`config.mk`:
```
export PLATFORM = sky130hd
export DESIGN_NAME = sffc_regs
export DESIGN_NICKNAME = d
export VERILOG_FILES = /design/src/shared/sffc_pkg.sv /design/src/hdl/sffc_regs.sv
export SDC_FILE = /design/constraint.sdc
export NUM_CORES = 1
export LEC_CHECK = 0
export ABC_CLOCK_PERIOD_IN_PS = 1600
export BUFFER_PORTS_ARGS = -buffer_cell sky130_fd_sc_hd__clkbuf_2
export CORE_ASPECT_RATIO = 1.1
export CORE_MARGIN = 4
export CORE_UTILIZATION = 31
export CTS_CLUSTER_DIAMETER = 30
export DETAILED_ROUTE_END_ITERATION = 8
export SLEW_MARGIN = 30
export SYNTH_ARGS = -nofsm -noshare
export SYNTH_HDL_FRONTEND = slang
export SYNTH_SLANG_ARGS = --single-unit
```
`constraint.sdc`:
```
create_clock -name core_clk_i -period 1.6 [get_ports core_clk_i]
set_clock_uncertainty 0.05 [all_clocks]
set_input_delay 0 -clock core_clk_i [delete_from_list [all_inputs] [get_ports core_clk_i]]
set_output_delay 0 -clock core_clk_i [all_outputs]
set_load 0.01 [all_outputs]
```
`src/shared/sffc_pkg.sv`:
```
// Constants and types for the serial frame format control register bank
package sffc_pkg;
    // ------------------------------------------------------------
    // Register map
    // ------------------------------------------------------------
    localparam logic [7:0] SFFC_FMT_CTRL_ADDR = 8'h02;
    localparam logic [7:0] SFFC_DATA_ADDR = 8'h04;
    localparam logic [15:0] SFFC_FMT_CTRL_RST = 16'h0000;
    localparam logic [15:0] SFFC_FMT_CTRL_MASK = 16'h004D;
    localparam logic [23:0] SFFC_DATA_RST = 24'h000000;
    localparam logic [7:0] SFFC_STAT_RST = 8'h00;

    // ------------------------------------------------------------
    // Field positions
    // ------------------------------------------------------------
    localparam int SFFC_SHORT_WORD_POS = 0;
    localparam int SFFC_CHK_LO_POS = 2;
    localparam int SFFC_CHK_HI_POS = 3;
    localparam int SFFC_APPEND_POS = 6;

    // Checksum field codes
    localparam logic [1:0] SFFC_CHK_OFF = 2'h0;
    localparam logic [1:0] SFFC_CHK_XOR_CRC = 2'h1;
    localparam logic [1:0] SFFC_CHK_CRC_CRC = 2'h2;
    localparam logic [1:0] SFFC_CHK_RSVD = 2'h3;

    // Frame byte counts
    localparam logic [2:0] SFFC_CTRL_BYTES = 3'h2;
    localparam logic [2:0] SFFC_LONG_BYTES = 3'h3;
    localparam logic [2:0] SFFC_SHORT_BYTES = 3'h2;

    // Kind of protection byte on one direction of the serial port
    typedef enum logic [1:0] {SFFC_PROT_NONE, SFFC_PROT_XOR, SFFC_PROT_CRC} sffc_prot_t;

    typedef struct packed {
        logic wr;
        logic rd;
        logic [7:0] addr;
        logic [15:0] wdata;
    } sffc_req_t;

    typedef struct packed {
        logic valid;
        logic [31:0] data;
        logic [2:0] nbytes;
    } sffc_rsp_t;

    typedef struct packed {
        logic valid;
        logic [23:0] result;
        logic [7:0] status;
    } sffc_conv_t;

    typedef struct packed {
        sffc_prot_t rd_prot;
        sffc_prot_t wr_prot;
        logic extra_byte;
    } sffc_chk_t;
endpackage

```
`src/hdl/sffc_regs.sv`:
```
// Serial frame format control register and the conversion data register it governs
// ------------------------------------------------------------
// ------------------------------------------------------------
`timescale 1ns/1ns
module sffc_regs
(
    input wire logic core_clk_i,
    input wire logic nrst_i,
    input sffc_pkg::sffc_req_t req_i,
    output sffc_pkg::sffc_rsp_t rsp_o,
    input wire logic [1:0] fe_chk_en_i,
    input sffc_pkg::sffc_conv_t conv_i,
    output sffc_pkg::sffc_chk_t chk_o,
    output logic status_append_o,
    output logic short_word_select_o
);
    import sffc_pkg::*;

    // ------------------------------------------------------------
    // Storage
    // ------------------------------------------------------------
    logic [15:0] fmt_ctrl_ff;
    logic [23:0] data_ff;
    logic [7:0] stat_ff;
    logic data_short_ff;
    sffc_rsp_t rsp_ff;

    // ------------------------------------------------------------
    // Decode
    // ------------------------------------------------------------
    wire logic hit_ctrl = req_i.addr == SFFC_FMT_CTRL_ADDR;
    wire logic hit_data = req_i.addr == SFFC_DATA_ADDR;
    wire logic wr_ctrl = req_i.wr && hit_ctrl;
    wire logic [1:0] chk_field = fmt_ctrl_ff[SFFC_CHK_HI_POS:SFFC_CHK_LO_POS];
    wire logic short_sel = fmt_ctrl_ff[SFFC_SHORT_WORD_POS];
    wire logic append_sel = fmt_ctrl_ff[SFFC_APPEND_POS];
    wire logic fe_on = fe_chk_en_i != 2'h0;
    wire logic chk_on = fe_on && (chk_field == SFFC_CHK_XOR_CRC || chk_field == SFFC_CHK_CRC_CRC);
    wire sffc_prot_t rd_prot = !chk_on ? SFFC_PROT_NONE
        : (chk_field == SFFC_CHK_XOR_CRC) ? SFFC_PROT_XOR : SFFC_PROT_CRC;
    wire sffc_prot_t wr_prot = chk_on ? SFFC_PROT_CRC : SFFC_PROT_NONE;
    wire logic [2:0] chk_bytes = {2'h0, chk_on};

    // ------------------------------------------------------------
    // Rounding to 16 bits, saturating at full scale
    // ------------------------------------------------------------
    wire logic top_full = conv_i.result[23:8] == 16'hFFFF;
    wire logic [15:0] rounded = top_full ? 16'hFFFF
        : conv_i.result[23:8] + {15'h0000, conv_i.result[7]};
    wire logic [23:0] new_data = short_sel ? {8'h00, rounded} : conv_i.result;

    // ------------------------------------------------------------
    // Read answer
    // ------------------------------------------------------------
    wire logic [2:0] word_bytes = data_short_ff ? SFFC_SHORT_BYTES : SFFC_LONG_BYTES;
    wire logic [31:0] data_word = append_sel
        ? (data_short_ff ? {8'h00, data_ff[15:0], stat_ff} : {data_ff, stat_ff})
        : {8'h00, data_ff};
    wire logic [2:0] data_bytes = word_bytes + {2'h0, append_sel} + chk_bytes;
    wire logic [31:0] rd_word = hit_ctrl ? {16'h0000, fmt_ctrl_ff}
        : hit_data ? data_word : 32'h00000000;
    wire logic [2:0] rd_bytes = hit_ctrl ? SFFC_CTRL_BYTES + chk_bytes
        : hit_data ? data_bytes : 3'h0;

    // ------------------------------------------------------------
    // Format register
    // ------------------------------------------------------------
    always_ff @(posedge core_clk_i or negedge nrst_i)
    begin
        if (!nrst_i)
            fmt_ctrl_ff <= SFFC_FMT_CTRL_RST;
        else if (wr_ctrl)
            fmt_ctrl_ff <= req_i.wdata & SFFC_FMT_CTRL_MASK;
    end

    // ------------------------------------------------------------
    // Data register, width fixed at capture
    // ------------------------------------------------------------
    always_ff @(posedge core_clk_i or negedge nrst_i)
    begin
        if (!nrst_i)
        begin
            data_ff <= SFFC_DATA_RST;
            stat_ff <= SFFC_STAT_RST;
            data_short_ff <= 1'b0;
        end
        else if (conv_i.valid)
        begin
            data_ff <= new_data;
            stat_ff <= conv_i.status;
            data_short_ff <= short_sel;
        end
    end

    always_ff @(posedge core_clk_i or negedge nrst_i)
    begin
        if (!nrst_i)
            rsp_ff <= '0;
        else
        begin
            rsp_ff.valid <= req_i.rd;
            rsp_ff.data <= req_i.rd ? rd_word : 32'h00000000;
            rsp_ff.nbytes <= req_i.rd ? rd_bytes : 3'h0;
        end
    end

    assign rsp_o = rsp_ff;
    assign chk_o = '{rd_prot: rd_prot, wr_prot: wr_prot, extra_byte: chk_on};
    assign status_append_o = append_sel;
    assign short_word_select_o = short_sel;
endmodule

```
==> flow_summary.toml, run 1 <==
[outcome]
status = "finished, final reports clean"

[global_routing]
grt.total_usage = 0.147
grt_pass1_wl_mm = 14.3
grt_max_degree = 74
grt_pass1_vias = 2885
antenna_found_initial = 0
grt.overflow.total = 0

[sta]
fmax_mhz = 626
holdWs_ps = 13.6
rsz0062_at_grt = "yes"
fin_tns_setup_ps = 0
min_period_over_period = 0.999
slew_viol_final = 0
min_period_ps = 1600
hold_violations = 0
setup_viol = 0

[layout]
syn_to_final_growth_pct = 40.2
regArea_mm2 = 0.00183
nets = 508
layout.cells.non_filler = 588
diodes = 0
postLayoutCellArea_mm2 = 0.00470
multi_input_area_mm2 = 0.00138
fillerInstances = 989
layout-drive-gt1-share = 0.315

[power_and_ir_drop]
comb_power_share = 0.117
total_power_uw = 4400
p_leak_uw = 0.00221
p_int_uw = 3360
clock_power_share = 0.428
swShare = 0.237
ir_drop_mv = 0.504
p_per_area_mw_per_mm2 = 936
p_seq_frac = 0.455
switching_power_uw = 1040

[clocking]
htreeDepth = 3
clock_latency_ps = 330
cts_buffers = 9
cts.clk_slew.worst_paths_ps = 60
clk_path_buf_depth = 2
cts_tree = "done"
cts_sinks = 73
cts_root_buf = "clkbuf_16"

[die]
die-height_um = 117
dieArea_mm2 = 0.0125
fp.dieW_um = 107
coreArea_mm2 = 0.0105
rows = 39
start_util = 0.320
ios = 106

[detailed_routing]
drcViolationCount = 0
drt-pass1-iter-count = 4
antenna_left = 0
wl_mm = 8.82
drt_iter0_drc = 161
viasPerCell = 4.65
num_vias = 2734
wire_per_inst_um = 15.0

[setup_path]
slowest_stage = "fa_1"
crit_path_start_kind = "flop"
path_max_fanout = 4
endpoint_kind = "flop"
arrival_ps = 1770
cp_data_required_time_ps = 1770
crit_type = "flop to flop"
path_cells = "ha_4 -> nor2_4 -> fa_1 -> a22o_1"
max_stage_delay_ps = 420

[yosys]
yosysWarnings = 0
ys_ff_latch = 73
yosysSeqAreaShare = 0.545
synthDistinctLibCells = 37
syn-instance-count = 307
post-synth-top-area-fraction = 0.545
synth_area_leaders = "dfrtp_1 (54%), mux2i_1 (7.5%), nor2_1 (5.0%)"
syn_area_mm2 = 0.00335
avgSynthCellArea_um2 = 10.9
synth_nets = 374
synth.largest_area_cell = "dfrtp_1"

[placement]
dp.cells = 535
gp_congestion = 0.818
placed_area_mm2 = 0.00402
port_buffers = 92
detailedPlacementHpwl_mm = 6.24

[run]
maxCapViolCount = 0

[worst_hold_path]
min_path_type = "primary input to flop"
==> cell families (layout without fill, tap and decap cells) <==
kind of cell    Yosys count  after routing  synth area share
flops                    73             73             0.545
xor+xnor                 12             12            0.0313
simple gates            102            102             0.156
mux                      37             37             0.115
compound gates           42             42            0.0858
fa+ha+maj                 4              4            0.0172
buf+inv                  36            174            0.0493
other cells               1              1           0.00112
==> worst max-delay path: cells and delay by family, from the launching register on <==
kind / cells / cell delay [ps]
fa+ha+maj: 2 / 690
flops: 1 / 410
compound gates: 1 / 210
simple gates: 1 / 130
==> per-stage QoR <==
stage          utilization  worst slack (ps)
5_1_grt              0.448             -62.1
2_1_floorplan            -             -62.8
4_1_cts              0.448              25.8
3_5_place_dp         0.383              -133
6_report             0.448              1.32
3_3_place_gp         0.383             -76.8
==> power by group through the flow <==
stage | Sequential (µW) | Combinational, µW | Clock (µW)
2_1_floorplan | 2010 | 246 | 0
3_3_place_gp | 2030 | 432 | 0
3_5_place_dp | 2030 | 440 | 0
4_1_cts | 2000 | 521 | 1940
5_1_grt | 2010 | 582 | 2000
6_report | 2000 | 517 | 1880
==> what timing repair did <==
item,4_1_cts,5_1_grt
hold buffers,37,0
endpoints found under the setup margin,2,6
gates cloned,0,0
hold endpoints to repair,109,0
setup buffers,1,0
resized for setup,2,2
pin swaps,1,0
==> state kept, by name (all words and copies together), names as in the netlist <==
name / cells
rsp_o: 36
fmt_ctrl_ff: 4
data_short_ff: 1
data_ff: 24
stat_ff: 8
==> cells in the final DEF (no fill, tap or decap), types with 6 or more instances in the layout <==
cell type      netlist  routed
nand4_1              6       6
mux2i_1             25      25
a221oi_1             7       7
inv_1               17      16
nor2_1              45      43
dlygate4sd3_1        0      37
nand3_1              7       7
o21ai_0             21      21
clkbuf_2             1      91
buf_4                3      10
and2_1              10      10
mux2_2              12      12
dfrtp_1             73      73
clkbuf_16            0       9
nand3b_1             8       8
o221ai_1             7       7
nand2_1             11      11
xor2_1               7       7
==> final cells by class <==
cell class / count / area share
Multi-Input combinational cell: 198 / 0.294
Inverter: 17 / 0.0136
Clock buffer: 13 / 0.0575
Timing Repair Buffer: 142 / 0.205
Tap cell: 143 / 0.0381
Sequential cell: 73 / 0.389
Clock inverter: 2 / 0.00266
==> synthesized netlist by cell type (all sizes together) <==
library cell / n
nand3b: 8
dfrtp: 73
mux2: 12
inv: 17
o31ai: 1
and3: 3
buf: 8
and2: 10
nor2: 45
o21ai: 21
xor2: 7
mux2i: 25
xnor2: 5
nor2b: 2
fa: 1
clkbuf: 11
a221oi: 7
a21oi: 2
nor3: 4
o21bai: 1
conb: 1
or3b: 1
nand3: 8
and4: 1
o221ai: 7
nand2: 11
a31oi: 2
ha: 3
nor3b: 1
nand4: 6
nor4: 2
a22o: 1
==> layer usage <==
metal | wire length [µm] | track usage | vias up
met4 | 202 | 0.0605 | 0
li1 | - | - | 1321
met5 | 0 | 0 | -
met2 | 4390 | 0.254 | 76
met1 | 3650 | 0.171 | 1318
met3 | 569 | 0.0422 | 19
==> path summary, 6_finish.rpt <==
check                               startpoint         end  slack [ps]  cells after the start
worst max-delay path            fmt_ctrl_ff[2]    rsp_o[0]           1                      4
worst min-delay path                conv_i[18]  data_ff[2]          10                      3
worst max register to register  fmt_ctrl_ff[2]    rsp_o[0]           1                      4
worst min register to register      stat_ff[5]  stat_ff[5]         460                      1
max in group asynchronous               nrst_i   rsp_o[33]        1000                      3
min in group asynchronous               nrst_i    rsp_o[6]         190                      3
Power figures use the tool's default switching activity.
==> run 2: changes to the inputs <==
--- a/config.mk
+++ b/config.mk
@@ -12,6 +12,7 @@
 export CORE_UTILIZATION = 31
 export CTS_CLUSTER_DIAMETER = 30
 export DETAILED_ROUTE_END_ITERATION = 8
+export PLACE_DENSITY_LB_ADDON = 0.08
 export SLEW_MARGIN = 30
 export SYNTH_ARGS = -nofsm -noshare
 export SYNTH_HDL_FRONTEND = slang
==> flow_summary.toml, run 2 (same netlist as run 1, synthesis figures left out) <==
[outcome]
status = "finished, final reports clean"

[global_routing]
grt_max_degree = 54
antenna_found_initial = 0
grt.total_usage = 0.152
grt_pass1_wl_mm = 14.7
grt_pass1_vias = 2892
grt.overflow.total = 0

[die]
coreArea_mm2 = 0.0105
rows = 39
ios = 106
die-height_um = 117
fp.dieW_um = 107
start_util = 0.320
dieArea_mm2 = 0.0125

[layout]
layout-drive-gt1-share = 0.327
final_common_cell = "clkbuf_2"
nets = 512
layout_common_cells = "clkbuf_2 (91), dfrtp_1 (73), nor2_1 (43)"
largest_register_ff_count = 36
multi_input_area_mm2 = 0.00138
fillerInstances = 1063
syn_to_final_growth_pct = 42.2
regArea_mm2 = 0.00183
diodes = 0

[power_and_ir_drop]
total_power_uw = 4690
p_per_area_mw_per_mm2 = 984
p_leak_uw = 0.00225
ir_drop_mv = 0.432

[clocking]
clk_path_buf_depth = 2
cts_buffers = 9
htreeDepth = 3
cts_tree = "done"
cts.clk_slew.worst_paths_ps = 60
clock_latency_ps = 330
cts_sinks = 73
cts_root_buf = "clkbuf_16"

[detailed_routing]
drt_iter0_drc = 112
wire_per_inst_um = 15.2
viasPerCell = 4.55
wl_mm = 9.02
antenna_left = 0
num_vias = 2699
drt-pass1-iter-count = 4
drcViolationCount = 0

[sta]
fmax_mhz = 653
setup_viol = 0
min_period_ps = 1530
rsz0062_at_grt = "no"
min_period_over_period = 0.958
fin_tns_setup_ps = 0
slew_viol_final = 0
hold_violations = 0
holdWs_ps = 6.47

[setup_path]
path_max_fanout = 2
path_cells = "ha_4 -> nor2_4 -> fa_1 -> a22o_1"
max_stage_delay_ps = 430
arrival_ps = 1700
cp_data_required_time_ps = 1770
critPathBufInv = 0
endpoint_kind = "flop"
cpLargestDelayFamily = "adder cells"
slowest_stage = "fa_1"
crit_path_start_kind = "flop"
crit_type = "flop to flop"

[run]
maxCapViolCount = 0

[placement]
port_buffers = 92
detailedPlacementHpwl_mm = 6.50
gp_congestion = 0.775

[worst_hold_path]
min_path_type = "primary input to asynchronous set/reset pin"
## run 2: path summary, 6_finish.rpt
path                            depth (start not counted)            from  slack, ps          end
worst max-delay path                                    4  fmt_ctrl_ff[2]         70     rsp_o[0]
worst min-delay path                                    2          nrst_i          6    rsp_o[19]
worst max register to register                          4  fmt_ctrl_ff[2]         70     rsp_o[0]
worst min register to register                          1      stat_ff[5]        460   stat_ff[5]
max in group asynchronous                               3          nrst_i        950  data_ff[14]
min in group core_clk_i                                 3      conv_i[30]         10  data_ff[14]
## run 2: cell type report
type	count	area share
clock buffers	10	0.0480
clock inverters	6	0.0192
inverters	17	0.0134
multi-input cells	198	0.290
flip-flops and latches	73	0.383
well taps	143	0.0375
repair buffers	146	0.208
## run 2: power by group
group | leakage, µW | internal, µW | total (µW) | switching [µW]
sequential | 0.000946 | 1930 | 2000 | 66.6
clock | 0.000157 | 1370 | 2180 | 802
combinational | 0.00115 | 263 | 517 | 254
total | 0.00225 | 3570 | 4690 | 1120
## run 2: metrics by stage
step / util / area (µm²) / std cells / worst slack (ps)
floorplan: - / 3360 / 307 / -62.8
global placement: 0.389 / 4080 / 542 / -8.48
detailed placement: 0.389 / 4080 / 542 / -32.7
CTS: 0.454 / 4760 / 593 / 10.5
global route: 0.454 / 4770 / 593 / 1.84
finish: 0.454 / 4770 / 593 / 67.7
## run 2: timing repair
item | CTS | global route
hold buffers | 35 | 0
hold endpoints to repair | 107 | 0
pin swaps | 2 | 0
endpoints found under the setup margin | 2 | 9
setup buffers | 0 | 0
gates resized for setup | 1 | 3
gates cloned | 0 | 0
## run 2: routing by layer
| metal | part of all wire | vias to the layer above | track usage |
|---|---|---|---|
| li1 | - | 1336 | - |
| met1 | 0.45 | 1289 | 0.190 |
| met2 | 0.49 | 67 | 0.260 |
| met3 | 0.051 | 7 | 0.0378 |
| met4 | 0.011 | 0 | 0.0460 |
| met5 | 0 | - | 0 |
